==> src/hw/nic_regs.svh <==
`ifndef NIC_REGS_SVH
`define NIC_REGS_SVH

// register indexes; byte address is four times the index
`define NIC_IDX_EN_LOW     8'h08
`define NIC_IDX_PRIO0      8'h32
`define NIC_IDX_PRIO1      8'h33
`define NIC_IDX_PRIO2      8'h34
`define NIC_IDX_PRIO3      8'h35
`define NIC_IDX_SENSE_HIGH 8'h39
`define NIC_IDX_COND_PRIO  8'h40
`define NIC_IDX_STATUS     8'h41

`define NIC_RST_EN         8'h00
`define NIC_RST_PRIO       8'hFF
`define NIC_RST_COND       2'h3
`define NIC_PRIO3_RO       8'hF0

`define NIC_PAT_LVL0       2'h2
`define NIC_PAT_LVL3       2'h3

`define NIC_COND_HI_POS    5
`define NIC_COND_LO_POS    3
`define NIC_SENSE_UP_POS   6
`define NIC_SENSE_LO_POS   4

`define NIC_VEC_TOP        4'h0
`define NIC_VEC_PA         4'h2
`define NIC_VEC_PB         4'h3
`define NIC_VEC_TRAP       4'hE
`define NIC_WAKE_MASK      14'h000E
`define NIC_GRP_A          12'h00F
`define NIC_GRP_B          12'hFF0
`define NIC_RISE_PINS      12'h030

`endif

==> src/hw/nic_pkg.sv <==
package nic_pkg;

    typedef enum logic [1:0] {
        NIC_SENSE_FALL_LOW = 2'b00,
        NIC_SENSE_RISE     = 2'b01,
        NIC_SENSE_FALL     = 2'b10,
        NIC_SENSE_BOTH     = 2'b11
    } nic_sense_e;

    typedef struct packed {
        logic       take;
        logic       irq_enable_instr;
        logic       irq_disable_instr;
        logic       halt_instr;
        logic       wait_for_irq_instr;
        logic       irq_return_instr;
        logic       pop_cc;
        logic       trap_instr;
        logic       in_halt;
        logic [1:0] restore;
    } nic_cpu_s;

    typedef struct packed {
        logic       req;
        logic [3:0] vec;
        logic       wake;
        logic [1:0] prio;
    } nic_irq_s;

endpackage

==> src/hw/nic_ctrl.sv <==
// The implementer's own choice: the APB slave port.
`timescale 1ns/1ns
`include "nic_regs.svh"

module nic_ctrl #(
    parameter logic [13:0] WAKE_MASK = `NIC_WAKE_MASK
) (
    input  wire logic              pclk,
    input  wire logic              presetn,
    input  wire logic              psel,
    input  wire logic              penable,
    input  wire logic              pwrite,
    input  wire logic [9:0]        paddr,
    input  wire logic [31:0]       pwdata,
    output logic      [31:0]       prdata,
    output logic                   pready,
    output logic                   pslverr,
    input  wire nic_pkg::nic_cpu_s cpu_in,
    output nic_pkg::nic_irq_s      irq_out,
    input  wire logic [13:0]       periph_req,
    input  wire logic              top_level_irq,
    input  wire logic [11:0]       ext_pin
);

    localparam logic [11:0] GRP_A     = `NIC_GRP_A;
    localparam logic [11:0] GRP_B     = `NIC_GRP_B;
    localparam logic [11:0] RISE_PINS = `NIC_RISE_PINS;

    logic [7:0]  en_low_r;
    logic [7:0]  sense_r;
    logic [7:0]  prio_r [0:3];
    logic [1:0]  cond_prio_r;
    logic        trap_pend_r;
    logic        top_pend_r;
    logic        grp_a_r;
    logic        grp_b_r;
    logic        nand_a_prev_r;
    logic        nand_b_prev_r;
    logic [11:0] pin_prev_r;
    logic        irq_req_r;
    logic        irq_wake_r;
    logic [3:0]  irq_vec_r;
    logic [31:0] prdata_r;

    logic [31:0] prio_flat;
    logic [7:0]  idx;
    logic        acc;
    logic        wr;
    logic        take_now;
    logic [11:0] en_pin;
    logic [11:0] norm;
    logic [11:0] both_ev;
    logic [11:0] lvl_low;
    logic        nand_a;
    logic        nand_b;
    logic        edge_a;
    logic        edge_b;
    logic        level_a;
    logic        level_b;
    logic [13:0] pend;
    logic        arb_found;
    logic [3:0]  arb_vec;
    logic [1:0]  best_l;
    logic [1:0]  vec_field;
    logic        vec_nmi;
    logic [31:0] rd_mux;

    function automatic logic [1:0] lvl(input logic [1:0] b);
        case (b)
            2'b10:   lvl = 2'd0;
            2'b01:   lvl = 2'd1;
            2'b00:   lvl = 2'd2;
            default: lvl = 2'd3;
        endcase
    endfunction

    function automatic logic prio_hit(input logic [7:0] i);
        prio_hit = (i >= `NIC_IDX_PRIO0) && (i <= `NIC_IDX_PRIO3);
    endfunction

    function automatic logic mapped(input logic [7:0] i);
        mapped = prio_hit(i) || i == `NIC_IDX_EN_LOW || i == `NIC_IDX_SENSE_HIGH
              || i == `NIC_IDX_COND_PRIO || i == `NIC_IDX_STATUS;
    endfunction

    function automatic logic [7:0] prio_merge(input logic [7:0] old,
                                              input logic [7:0] wd,
                                              input logic       ro_top);
        logic [7:0] res;
        res = old;
        for (int k = 0; k < 4; k++) begin
            if (wd[2*k +: 2] != `NIC_PAT_LVL0) begin
                res[2*k +: 2] = wd[2*k +: 2];
            end
        end
        if (ro_top) begin
            res = res | `NIC_PRIO3_RO;
        end
        prio_merge = res;
    endfunction

    // APB: read data latched in setup, zero wait states
    assign idx      = paddr[9:2];
    assign acc      = psel & penable;
    assign wr       = acc & pwrite & mapped(idx);
    assign pready   = 1'b1;
    assign pslverr  = acc & ~mapped(idx);
    assign prdata   = prdata_r;
    assign take_now = cpu_in.take & irq_req_r;

    assign prio_flat = {prio_r[3], prio_r[2], prio_r[1], prio_r[0]};
    assign vec_field = prio_flat[{irq_vec_r, 1'b0} +: 2];
    assign vec_nmi   = (irq_vec_r == `NIC_VEC_TRAP) || (irq_vec_r == `NIC_VEC_TOP);

    always_comb begin
        rd_mux = 32'h0000_0000;
        case (idx)
            `NIC_IDX_EN_LOW:     rd_mux[7:0] = en_low_r;
            `NIC_IDX_PRIO0:      rd_mux[7:0] = prio_r[0];
            `NIC_IDX_PRIO1:      rd_mux[7:0] = prio_r[1];
            `NIC_IDX_PRIO2:      rd_mux[7:0] = prio_r[2];
            `NIC_IDX_PRIO3:      rd_mux[7:0] = prio_r[3];
            `NIC_IDX_SENSE_HIGH: rd_mux[7:0] = sense_r;
            `NIC_IDX_COND_PRIO: begin
                rd_mux[`NIC_COND_HI_POS] = cond_prio_r[1];
                rd_mux[`NIC_COND_LO_POS] = cond_prio_r[0];
            end
            `NIC_IDX_STATUS:     rd_mux[7:0] = {irq_req_r, irq_wake_r, grp_a_r, grp_b_r,
                                                irq_vec_r};
            default:             rd_mux = 32'h0000_0000;
        endcase
    end

    always_ff @(posedge pclk or negedge presetn) begin
        if (!presetn) begin
            prdata_r <= 32'h0000_0000;
        end else if (psel && !penable && !pwrite) begin
            prdata_r <= rd_mux;
        end
    end

    always_ff @(posedge pclk or negedge presetn) begin
        if (!presetn) begin
            en_low_r <= `NIC_RST_EN;
            sense_r  <= `NIC_RST_EN;
        end else if (wr && idx == `NIC_IDX_EN_LOW) begin
            en_low_r <= pwdata[7:0];
        end else if (wr && idx == `NIC_IDX_SENSE_HIGH) begin
            sense_r <= pwdata[7:0];
        end
    end

    always_ff @(posedge pclk or negedge presetn) begin
        if (!presetn) begin
            for (int r = 0; r < 4; r++) begin
                prio_r[r] <= `NIC_RST_PRIO;
            end
        end else if (wr && prio_hit(idx)) begin
            prio_r[idx[1:0] + 2'd2] <= prio_merge(prio_r[idx[1:0] + 2'd2], pwdata[7:0],
                                                 idx == `NIC_IDX_PRIO3);
        end
    end

    // entry outranks instructions; bus write stands for a direct register load
    always_ff @(posedge pclk or negedge presetn) begin
        if (!presetn) begin
            cond_prio_r <= `NIC_RST_COND;
        end else if (take_now) begin
            cond_prio_r <= vec_nmi ? `NIC_PAT_LVL3 : vec_field;
        end else if (wr && idx == `NIC_IDX_COND_PRIO) begin
            cond_prio_r <= {pwdata[`NIC_COND_HI_POS], pwdata[`NIC_COND_LO_POS]};
        end else if (cpu_in.irq_disable_instr) begin
            cond_prio_r <= `NIC_PAT_LVL3;
        end else if (cpu_in.irq_enable_instr || cpu_in.halt_instr
                     || cpu_in.wait_for_irq_instr) begin
            cond_prio_r <= `NIC_PAT_LVL0;
        end else if (cpu_in.irq_return_instr || cpu_in.pop_cc) begin
            cond_prio_r <= cpu_in.restore;
        end
    end

    // per-pin sensitivity and normalisation
    assign en_pin = {sense_r[3:0], en_low_r};

    generate
        for (genvar i = 0; i < 12; i++) begin : g_pin
            nic_pkg::nic_sense_e m;
            always_comb begin
                if (i >= 10) begin
                    m = nic_pkg::nic_sense_e'(sense_r[`NIC_SENSE_UP_POS +: 2]);
                end else if (i >= 8) begin
                    m = nic_pkg::nic_sense_e'(sense_r[`NIC_SENSE_LO_POS +: 2]);
                end else if (RISE_PINS[i]) begin
                    m = nic_pkg::NIC_SENSE_RISE;
                end else begin
                    m = nic_pkg::NIC_SENSE_FALL;
                end
            end
            assign norm[i]    = (m == nic_pkg::NIC_SENSE_RISE) ? ~ext_pin[i] : ext_pin[i];
            assign both_ev[i] = en_pin[i] & (m == nic_pkg::NIC_SENSE_BOTH)
                              & (ext_pin[i] ^ pin_prev_r[i]);
            assign lvl_low[i] = en_pin[i] & (m == nic_pkg::NIC_SENSE_FALL_LOW) & ~ext_pin[i];
        end
    endgenerate

    // one active pin masks the other pins' edges, as the shared line is a NAND; both-edge and low-level pins bypass it
    assign nand_a  = ~&(norm | ~(en_pin & GRP_A));
    assign nand_b  = ~&(norm | ~(en_pin & GRP_B));
    assign edge_a  = (nand_a & ~nand_a_prev_r) | (|(both_ev & GRP_A));
    assign edge_b  = (nand_b & ~nand_b_prev_r) | (|(both_ev & GRP_B));
    assign level_a = |(lvl_low & GRP_A);
    assign level_b = |(lvl_low & GRP_B);

    always_ff @(posedge pclk or negedge presetn) begin
        if (!presetn) begin
            pin_prev_r    <= 12'hFFF;
            nand_a_prev_r <= 1'b1;
            nand_b_prev_r <= 1'b1;
        end else begin
            pin_prev_r    <= ext_pin;
            nand_a_prev_r <= nand_a;
            nand_b_prev_r <= nand_b;
        end
    end

    // set wins over the clear on entry
    always_ff @(posedge pclk or negedge presetn) begin
        if (!presetn) begin
            grp_a_r <= 1'b0;
            grp_b_r <= 1'b0;
        end else begin
            if (edge_a) begin
                grp_a_r <= 1'b1;
            end else if (take_now && irq_vec_r == `NIC_VEC_PA) begin
                grp_a_r <= 1'b0;
            end
            if (edge_b) begin
                grp_b_r <= 1'b1;
            end else if (take_now && irq_vec_r == `NIC_VEC_PB) begin
                grp_b_r <= 1'b0;
            end
        end
    end

    always_ff @(posedge pclk or negedge presetn) begin
        if (!presetn) begin
            trap_pend_r <= 1'b0;
            top_pend_r  <= 1'b0;
        end else begin
            if (cpu_in.trap_instr) begin
                trap_pend_r <= 1'b1;
            end else if (take_now && irq_vec_r == `NIC_VEC_TRAP) begin
                trap_pend_r <= 1'b0;
            end
            if (top_level_irq) begin
                top_pend_r <= 1'b1;
            end else if (take_now && irq_vec_r == `NIC_VEC_TOP) begin
                top_pend_r <= 1'b0;
            end
        end
    end

    always_comb begin
        pend    = periph_req;
        pend[0] = 1'b0;
        pend[2] = grp_a_r | level_a;
        pend[3] = grp_b_r | level_b;
    end

    // a field raised while its vector runs competes at once, so it re-enters
    always_comb begin
        arb_found = 1'b0;
        arb_vec   = `NIC_VEC_TOP;
        best_l    = 2'd0;
        for (int v = 13; v >= 1; v--) begin
            if (pend[v] && (!cpu_in.in_halt || WAKE_MASK[v])
                && lvl(prio_flat[2*v +: 2]) > lvl(cond_prio_r)
                && (!arb_found || lvl(prio_flat[2*v +: 2]) >= best_l)) begin
                arb_found = 1'b1;
                arb_vec   = 4'(v);
                best_l    = lvl(prio_flat[2*v +: 2]);
            end
        end
        if (!cpu_in.in_halt && trap_pend_r) begin
            arb_found = 1'b1;
            arb_vec   = `NIC_VEC_TRAP;
        end else if (!cpu_in.in_halt && top_pend_r) begin
            arb_found = 1'b1;
            arb_vec   = `NIC_VEC_TOP;
        end
    end

    // request drops for the cycle after entry while latches settle
    always_ff @(posedge pclk or negedge presetn) begin
        if (!presetn) begin
            irq_req_r  <= 1'b0;
            irq_vec_r  <= `NIC_VEC_TOP;
            irq_wake_r <= 1'b0;
        end else begin
            irq_req_r  <= arb_found & ~take_now;
            irq_vec_r  <= arb_vec;
            irq_wake_r <= cpu_in.in_halt & (|(pend & WAKE_MASK));
        end
    end

    assign irq_out = '{req: irq_req_r, vec: irq_vec_r, wake: irq_wake_r, prio: cond_prio_r};
endmodule // nic_ctrl

==> config.mk <==
export PLATFORM = sky130hd
export DESIGN_NAME = nic_ctrl
export DESIGN_NICKNAME = d
export VERILOG_FILES = /design/src/hw/nic_pkg.sv /design/src/hw/nic_ctrl.sv
export VERILOG_INCLUDE_DIRS = /design/src /design/src/hw
export SDC_FILE = /design/constraint.sdc
export NUM_CORES = 1
export LEC_CHECK = 0
export ABC_CLOCK_PERIOD_IN_PS = 15400
export BUFFER_PORTS_ARGS = -buffer_cell sky130_fd_sc_hd__buf_2
export CORE_MARGIN = 5
export CORE_UTILIZATION = 37
export CTS_BUF_LIST = sky130_fd_sc_hd__clkbuf_16
export DETAILED_ROUTE_END_ITERATION = 8
export PLACE_DENSITY = 0.57
export SYNTH_ARGS = -nofsm -noshare
export SYNTH_HDL_FRONTEND = slang
export SYNTH_SLANG_ARGS = --single-unit
export TNS_END_PERCENT = 30
==> constraint.sdc <==
create_clock -name pclk -period 15.4 [get_ports pclk]
set_clock_uncertainty 0.2 [all_clocks]
set_input_delay 1.54 -clock pclk [delete_from_list [all_inputs] [get_ports pclk]]
set_output_delay 1.54 -clock pclk [all_outputs]
set_load 0.01 [all_outputs]
### Word level (Yosys, flattened, before mapping)

Index checks and enable logic that the tools add are counted.

| storage, ports and cells | value |
|---|---|
| bits in registers | 82 |
| latch bits | 0 |
| bits in writable memories | 0 |
| bits in read-only memories | 0 |
| input bits | 85 |
| output and inout port bits | 42 |
| logic and storage cells | 348 |
| memories | 0 |

| operators by class | value |
|---|---|
| add/sub/neg operators | 1 |
| $mul | 0 |
| div/mod/pow operators | 0 |
| order comparisons | 29 |
| eq/ne operators | 47 |
| shift operators | 1 |
| muxes and demuxes | 91 |
| bitwise gates (word level) | 47 |
| reduce and logical (&&, ||, !) cells | 114 |

Operators by type and width:

| cell | number |
|---|---|
| one-hot mux 2 bit (3 select lines) | 14 |
| two-way mux 4 bit | 15 |
| logical AND 1 bit | 49 |
| two-way mux 2 bit | 22 |
| == test 8 x 6 -> 1 bit, second input constant | 5 |
| two-way mux 8 bit | 5 |
| bitwise mux 32 bit | 1 |
| == test 2 x 1 -> 1 bit, second input constant | 16 |
| == test 2 bit, second input constant | 16 |
| zero test 2 bit | 16 |
| variable part select 32 x 6 -> 2 bit | 1 |
| two-way mux 1 bit | 27 |
| > comparator 2 bit | 13 |
| bitwise AND 1 bit | 25 |
| >= comparator 2 bit | 12 |
| bitwise OR 12 bit | 2 |
| AND reduction 12 bit | 2 |
| one-hot mux 3 bit (7 select lines) | 1 |
| logical OR 1 bit | 20 |
| zero test 1 bit | 17 |
| binary-select mux 8 bit (select 2 bit) | 1 |
| demux 8 bit (select 2 bit) | 1 |
| == test 8 x 7 -> 1 bit, second input constant | 2 |
| one-hot mux 1 bit (8 select lines) | 2 |
| 23 further kinds | 45 |

### Logic depth before layout (Yosys ltp)

| logic depth | value |
|---|---|
| word-level depth | 56 |
| depth in mapped cells | 89 |
| gate-level depth less buffers | 88 |

### Least setup slack after synthesis

Ideal clock, no wire load.

| path | value |
|---|---|
| path kind | input -> register |
| from | input periph_req[13] |
| to | register irq_vec_r[1] |
| data arrival time | 15.529 ns |
| data required time | 15.110 ns |
| slack | -0.420 ns |
| stages | 82 |
| path buffers | 2 |
| cells stage by stage | nor2b_1 -> o211ai_1 -> nor2_1 -> ha_1 -> nand2b_1 -> a21oi_1 -> a211oi_1 -> a21o_1 -> ha_1 -> nand2b_1 -> a21oi_1 -> o21ai_0 -> a221oi_1 -> nor2_1 -> ha_1 -> nand2b_1 -> a21oi_1 -> o31ai_1 -> (+46 left out) -> maj3_2 -> o21ba_2 -> o21ba_2 -> a22oi_1 -> ha_1 -> nand2b_1 -> a21oi_1 -> a21oi_1 -> nor3_1 -> a22o_1 -> a31oi_1 -> ha_1 -> nand2b_1 -> a21oi_1 -> a21oi_1 -> a21o_1 -> or3_1 -> o221ai_1 |

| on the way | value |
|---|---|
| cells in the longest elaborated chain, start to end | 53 |
| elaborated cells on any way between the ends | 88 |
| classes of those cells | 12 x order compare; 38 x mux; 38 x reduce/logical |

Ends and longest elaborated chain:

| element | RTL line | source |
|---|---|---|
| start, declared | nic_ctrl.sv:20 | `input wire logic [13:0] periph_req,` |
| logical AND 1 bit (*) | nic_ctrl.sv:276 | `if (pend[v] && (!cpu_in.in_halt \|\| WAKE_MASK[v])` |
| logical AND 1 bit (*) | nic_ctrl.sv:277 | `&& lvl(prio_flat[2*v +: 2]) > lvl(cond_prio_r)` |
| two-way mux 2 bit / two-way mux 1 bit (equally long branches) | nic_ctrl.sv:276 |  |
| >= comparator 2 bit / zero test 1 bit (equally long branches) | nic_ctrl.sv:278 | `&& (!arb_found \|\| lvl(prio_flat[2*v +: 2]) >= best_l)) begin` |
| logical OR 1 bit | nic_ctrl.sv:278 |  |
| logical AND 1 bit | nic_ctrl.sv:278 |  |
| two-way mux 2 bit / two-way mux 1 bit (equally long branches) | nic_ctrl.sv:276 |  |
| >= comparator 2 bit / zero test 1 bit (equally long branches) | nic_ctrl.sv:278 |  |
| (+38 left out) | -- |  |
| two-way mux 2 bit / two-way mux 1 bit (equally long branches) | nic_ctrl.sv:276 |  |
| >= comparator 2 bit / zero test 1 bit (equally long branches) | nic_ctrl.sv:278 |  |
| logical OR 1 bit | nic_ctrl.sv:278 |  |
| logical AND 1 bit | nic_ctrl.sv:278 |  |
| two-way mux 4 bit (*) | nic_ctrl.sv:276 |  |
| two-way mux 4 bit (*) | nic_ctrl.sv:287 | `end else if (!cpu_in.in_halt && top_pend_r) begin` |
| two-way mux 4 bit (*) | nic_ctrl.sv:284 | `if (!cpu_in.in_halt && trap_pend_r) begin` |
| via arb_vec[1] | nic_ctrl.sv:62 | `logic [3:0] arb_vec;` |
| end signal, assigned | nic_ctrl.sv:297 | `` irq_vec_r <= `NIC_VEC_TOP; `` |
| end signal, assigned | nic_ctrl.sv:301 | `irq_vec_r <= arb_vec;` |
| end, declared | nic_ctrl.sv:42 | `logic [3:0] irq_vec_r;` |

The timed path passes the listed nets; every way through them passes the cells marked *.
A chain may end at the register's enable or synchronous reset.

### Worst setup path in the final report

| path | value |
|---|---|
| from | input cpu_in[2] (netlist bit) |
| to | register irq_vec_r[3] |

| on the way | value |
|---|---|
| cells in the longest elaborated chain, start to end | 54 |
| elaborated cells on any way between the ends | 110 |
| classes of those cells | 12 x order compare; 39 x mux; 59 x reduce/logical |

Ends and longest elaborated chain:

| element | RTL line | source |
|---|---|---|
| start, declared | nic_ctrl.sv:18 | `input wire nic_pkg::nic_cpu_s cpu_in,` |
| zero test 1 bit (*) | nic_ctrl.sv:276, nic_ctrl.sv:284, nic_ctrl.sv:287 |  |
| logical AND 1 bit | nic_ctrl.sv:276 |  |
| logical AND 1 bit | nic_ctrl.sv:277 |  |
| two-way mux 2 bit / two-way mux 1 bit (equally long branches) | nic_ctrl.sv:276 |  |
| >= comparator 2 bit / zero test 1 bit (equally long branches) | nic_ctrl.sv:278 |  |
| logical OR 1 bit | nic_ctrl.sv:278 |  |
| logical AND 1 bit | nic_ctrl.sv:278 |  |
| two-way mux 2 bit / two-way mux 1 bit (equally long branches) | nic_ctrl.sv:276 |  |
| (+39 left out) | -- |  |
| two-way mux 2 bit / two-way mux 1 bit (equally long branches) | nic_ctrl.sv:276 |  |
| >= comparator 2 bit / zero test 1 bit (equally long branches) | nic_ctrl.sv:278 |  |
| logical OR 1 bit | nic_ctrl.sv:278 |  |
| logical AND 1 bit | nic_ctrl.sv:278 |  |
| two-way mux 4 bit | nic_ctrl.sv:276 |  |
| two-way mux 4 bit | nic_ctrl.sv:287 |  |
| two-way mux 4 bit (*) | nic_ctrl.sv:284 |  |
| via arb_vec[3] | nic_ctrl.sv:62 |  |

Marked as above.

==> flow_metrics.py <==
metrics = {
    "timing": {
        "tightest_slew_ns": 0.937,
        "max_freq_ghz": 0.0654,
        "rsz0062_at_grt": "yes",
        "slew_headroom_pct": 37.5,
        "finalHoldViolations": 0,
        "fin_crit_sh_pct": 99.4,
        "worst_slack_ns": 0.0989,
        "setup_violations": 0,
        "fin_setup_tns_ns": 0,
        "slew_viol_final": 0,
        "period_needed_ns": 15.30,
    },
    "route": {
        "remaining_drc_errors": 0,
        "drt_iter0_markers": 398,
        "ant_nets": 0,
        "wl_per_cell_um": 17.9,
        "drtPass1Iterations": 5,
        "totalWireLength_um": 19800,
        "vias_per_cell": 5.40,
        "vias": 5977,
    },
    "global_routing": {
        "grt-ovfl-total": 0,
        "antenna_found_initial": 1,
        "grt.total_usage_pct": 19.0,
        "grt_first_pass_wirelength_um": 30300,
        "grt_pass1_vias": 5767,
        "grt_max_degree": 75,
    },
    "synthesis": {
        "synth_top_area_share_pct": 16.7,
        "syn-cell-area_sq_um": 6310,
        "synthFlopType": "dfstp_2",
        "synth_top_area_cell": "dfstp_2",
        "syn_avg_cell_area_sq_um": 8.80,
        "synth_cell_types": 67,
        "ys_seq_area_share_pct": 30.1,
        "synth-seq-cells": 74,
        "async_flop_share_pct": 100,
        "ys_warn_count": 0,
        "yosys-top-cells-area": "dfstp_2 17%, ha_1 14%, dfrtp_1 13%",
        "yosysMostFrequentCell": "ha_1",
        "synth-edff-count": 0,
        "yosys-top-cells-count": "73 x ha_1, 70 x nand2_1, 57 x o21ai_0",
        "syn_inst": 717,
    },
    "job": {
        "cap_viol_max_count": 0,
    },
    "worst_setup_path": {
        "crit_arrival_ns": 15.37,
        "critPathCaptureType": "flop",
        "crit_top_cell": "ha_1",
        "crit_type": "input pin to flop",
        "rr_startpoint": "cond_prio_r[1]$_DFFE_PN1P_",
        "worst_setup_path_start_kind": "input pin",
        "crit_fanout": 5,
        "regToRegSetupSlack_ns": 0.13,
        "worstPathRequired_ns": 15.47,
        "slowest_delay_ns": 0.41,
        "critPathSlowestCell": "or3_4",
        "r2r_cells": 86,
        "timing.rr.end": "irq_vec_r[3]$_DFF_PN0_",
    },
    "floorplanning": {
        "initial_core_util_pct": 37.9,
        "die_w_um": 141,
        "io_pins": 127,
        "core-area_sq_um": 16600,
        "fp-row-count": 47,
        "die_y_um": 141,
        "die_area_sq_um": 19800,
    },
    "hold_path": {
        "worstHoldStart": "prio_flat[1]$_DFFE_PN1P_",
        "whs_endpoint": "prio_flat[1]$_DFFE_PN1P_",
        "worstHoldPathType": "flop to flop",
        "min_path_cells": 2,
    },
    "clocking": {
        "clk_pin_slew_worst_paths_ns": 0.06,
        "clock_path_buffers": 2,
        "cts_tree": "yes",
        "root_buffer": "clkbuf_16",
        "clock_latency_ns": 0.33,
        "numClockSinks": 74,
        "htree_levels": 3,
        "cts_inserted_buffers": 9,
    },
    "pwr": {
        "vdd_drop_max_mv": 0.0734,
        "net-switching-power_mw": 0.546,
        "power-per-cell-area_nw_per_um2": 162,
        "power.share.sequential_pct": 18.9,
        "p_leak_nw": 3.75,
        "p_clk_share_pct": 15.7,
        "pwr-share-comb_pct": 65.4,
        "sw_frac_of_total_pct": 40.7,
        "power.internal_mw": 0.796,
    },
    "placement": {
        "post-place-ws_ns": -0.634,
        "hpwlAfterDp_um": 14900,
        "placed_cells": 1046,
        "gp_congestion": 0.865,
        "io_buffers": 72,
        "dpl-instance-area_sq_um": 7260,
    },
    "final_layout": {
        "syn_to_final_growth_pct": 31.0,
        "n_fill_cell": 1591,
        "design_area_sq_um": 8270,
        "instances_no_fill": 1106,
        "nets": 1039,
        "drive_above_1_share_pct": 38.0,
        "n_antenna_cell": 0,
    },
    "run_status": {
        "outcome": "finished, final reports clean",
    },
}
[logic make-up after synthesis]
logic type / synth area share (%)
AOI/OAI and AO/OA: 22.2
muxes: 8.70
buffers and inverters: 7.39
xor gates and xnor gates: 0.555
DFF: 30.1
and+or+nand+nor: 15.9
adders and majority gates: 15.0
other: 0.119
[critical path: cells and delay by family]
kind | cells | cell delay (ns)
compound gates | 39 | 5.61
buf+inv | 4 | 0.39
simple gates | 25 | 3.66
mux | 1 | 0.35
fa+ha+maj | 14 | 3.81
[what timing repair did]
action / CTS / global route
hold buffers: 0 / 0
pin swaps: 17 / 50
buffers inserted: 34 / 10
endpoints found under the setup margin: 4 / 4
resized for setup: 25 / 47
[registers in the layout (all words and copies together), names as in the netlist]
| signal | flops |
|---|---|
| pin_prev_r | 4 |
| nand_a_prev_r | 1 |
| grp_b_r | 1 |
| irq_vec_r | 4 |
| prdata | 8 |
| grp_a_r | 1 |
| trap_pend_r | 1 |
| prio_flat | 32 |
| sense_r | 8 |
| top_pend_r | 1 |
| irq_wake_r | 1 |
| irq_req_r | 1 |
| en_low_r | 8 |
| nand_b_prev_r | 1 |
| cond_prio_r | 2 |
[layout by cell type (no fill, tap or decap), drive strengths merged, types with 25 or more instances in the layout]
master,synthesis,layout
a21oi,47,47
buf,31,178
conb,2,25
dfrtp,34,34
dfstp,40,40
ha,73,73
inv,48,48
nand2,70,70
nor2,45,45
o21ai,59,59
[stage by stage]
| stage | hold WS [ns] | utilization, % | power, mW |
|---|---|---|---|
| 2_1_floorplan | 0.250 | - | 0.668 |
| 3_3_place_gp | 0.262 | 43.6 | 0.899 |
| 3_5_place_dp | 0.284 | 43.6 | 0.911 |
| 4_1_cts | 0.292 | 47.7 | 1.20 |
| 5_1_grt | 0.317 | 49.7 | 1.44 |
| 6_report | 0.292 | 49.7 | 1.34 |
[power groups by stage]
stage,combinational [mW],sequential (mW),clock (mW)
after floorplan,0.431,0.237,0
after CTS,0.733,0.252,0.215
final,0.878,0.253,0.211
after detailed placement,0.656,0.255,0
after global routing,0.962,0.257,0.223
after global placement,0.645,0.254,0
[layout make-up]
cell class,count,area [sq um],share of cell area [%]
multi-input combinational,569,4440,53.6
sequential,74,1900,23.0
timing repair buffer,178,1160,14.0
clock buffer,11,275,3.33
tap,220,275,3.33
inverter,49,186,2.25
clock inverter,5,33.8,0.409
[worst max-delay path by stage]
stage | startpoint | to | slack, ns | cells after the start
after floorplan | periph_req[13] | irq_vec_r[1]$_DFF_PN0_ | 0.01 | 83
after global placement | cpu_in[2] | irq_vec_r[3]$_DFF_PN0_ | -0.69 | 83
after detailed placement | cpu_in[2] | irq_vec_r[2]$_DFF_PN0_ | -0.63 | 83
after CTS | cpu_in[2] | irq_vec_r[1]$_DFF_PN0_ | 0.001 | 80
after global routing | cond_prio_r[1]$_DFFE_PN1P_ | irq_vec_r[2]$_DFF_PN0_ | -0.62 | 86
final | cpu_in[2] | irq_vec_r[3]$_DFF_PN0_ | 0.1 | 83
[routing by layer]
metal | up-vias | global-route usage [%] | wire, um
met5 | - | 0 | 13
met3 | 20 | 3.08 | 885
li1 | 2923 | - | -
met1 | 2879 | 26.0 | 9070
met2 | 153 | 32.1 | 9570
met4 | 2 | 3.26 | 223
(Power assumes the default switching activity.)
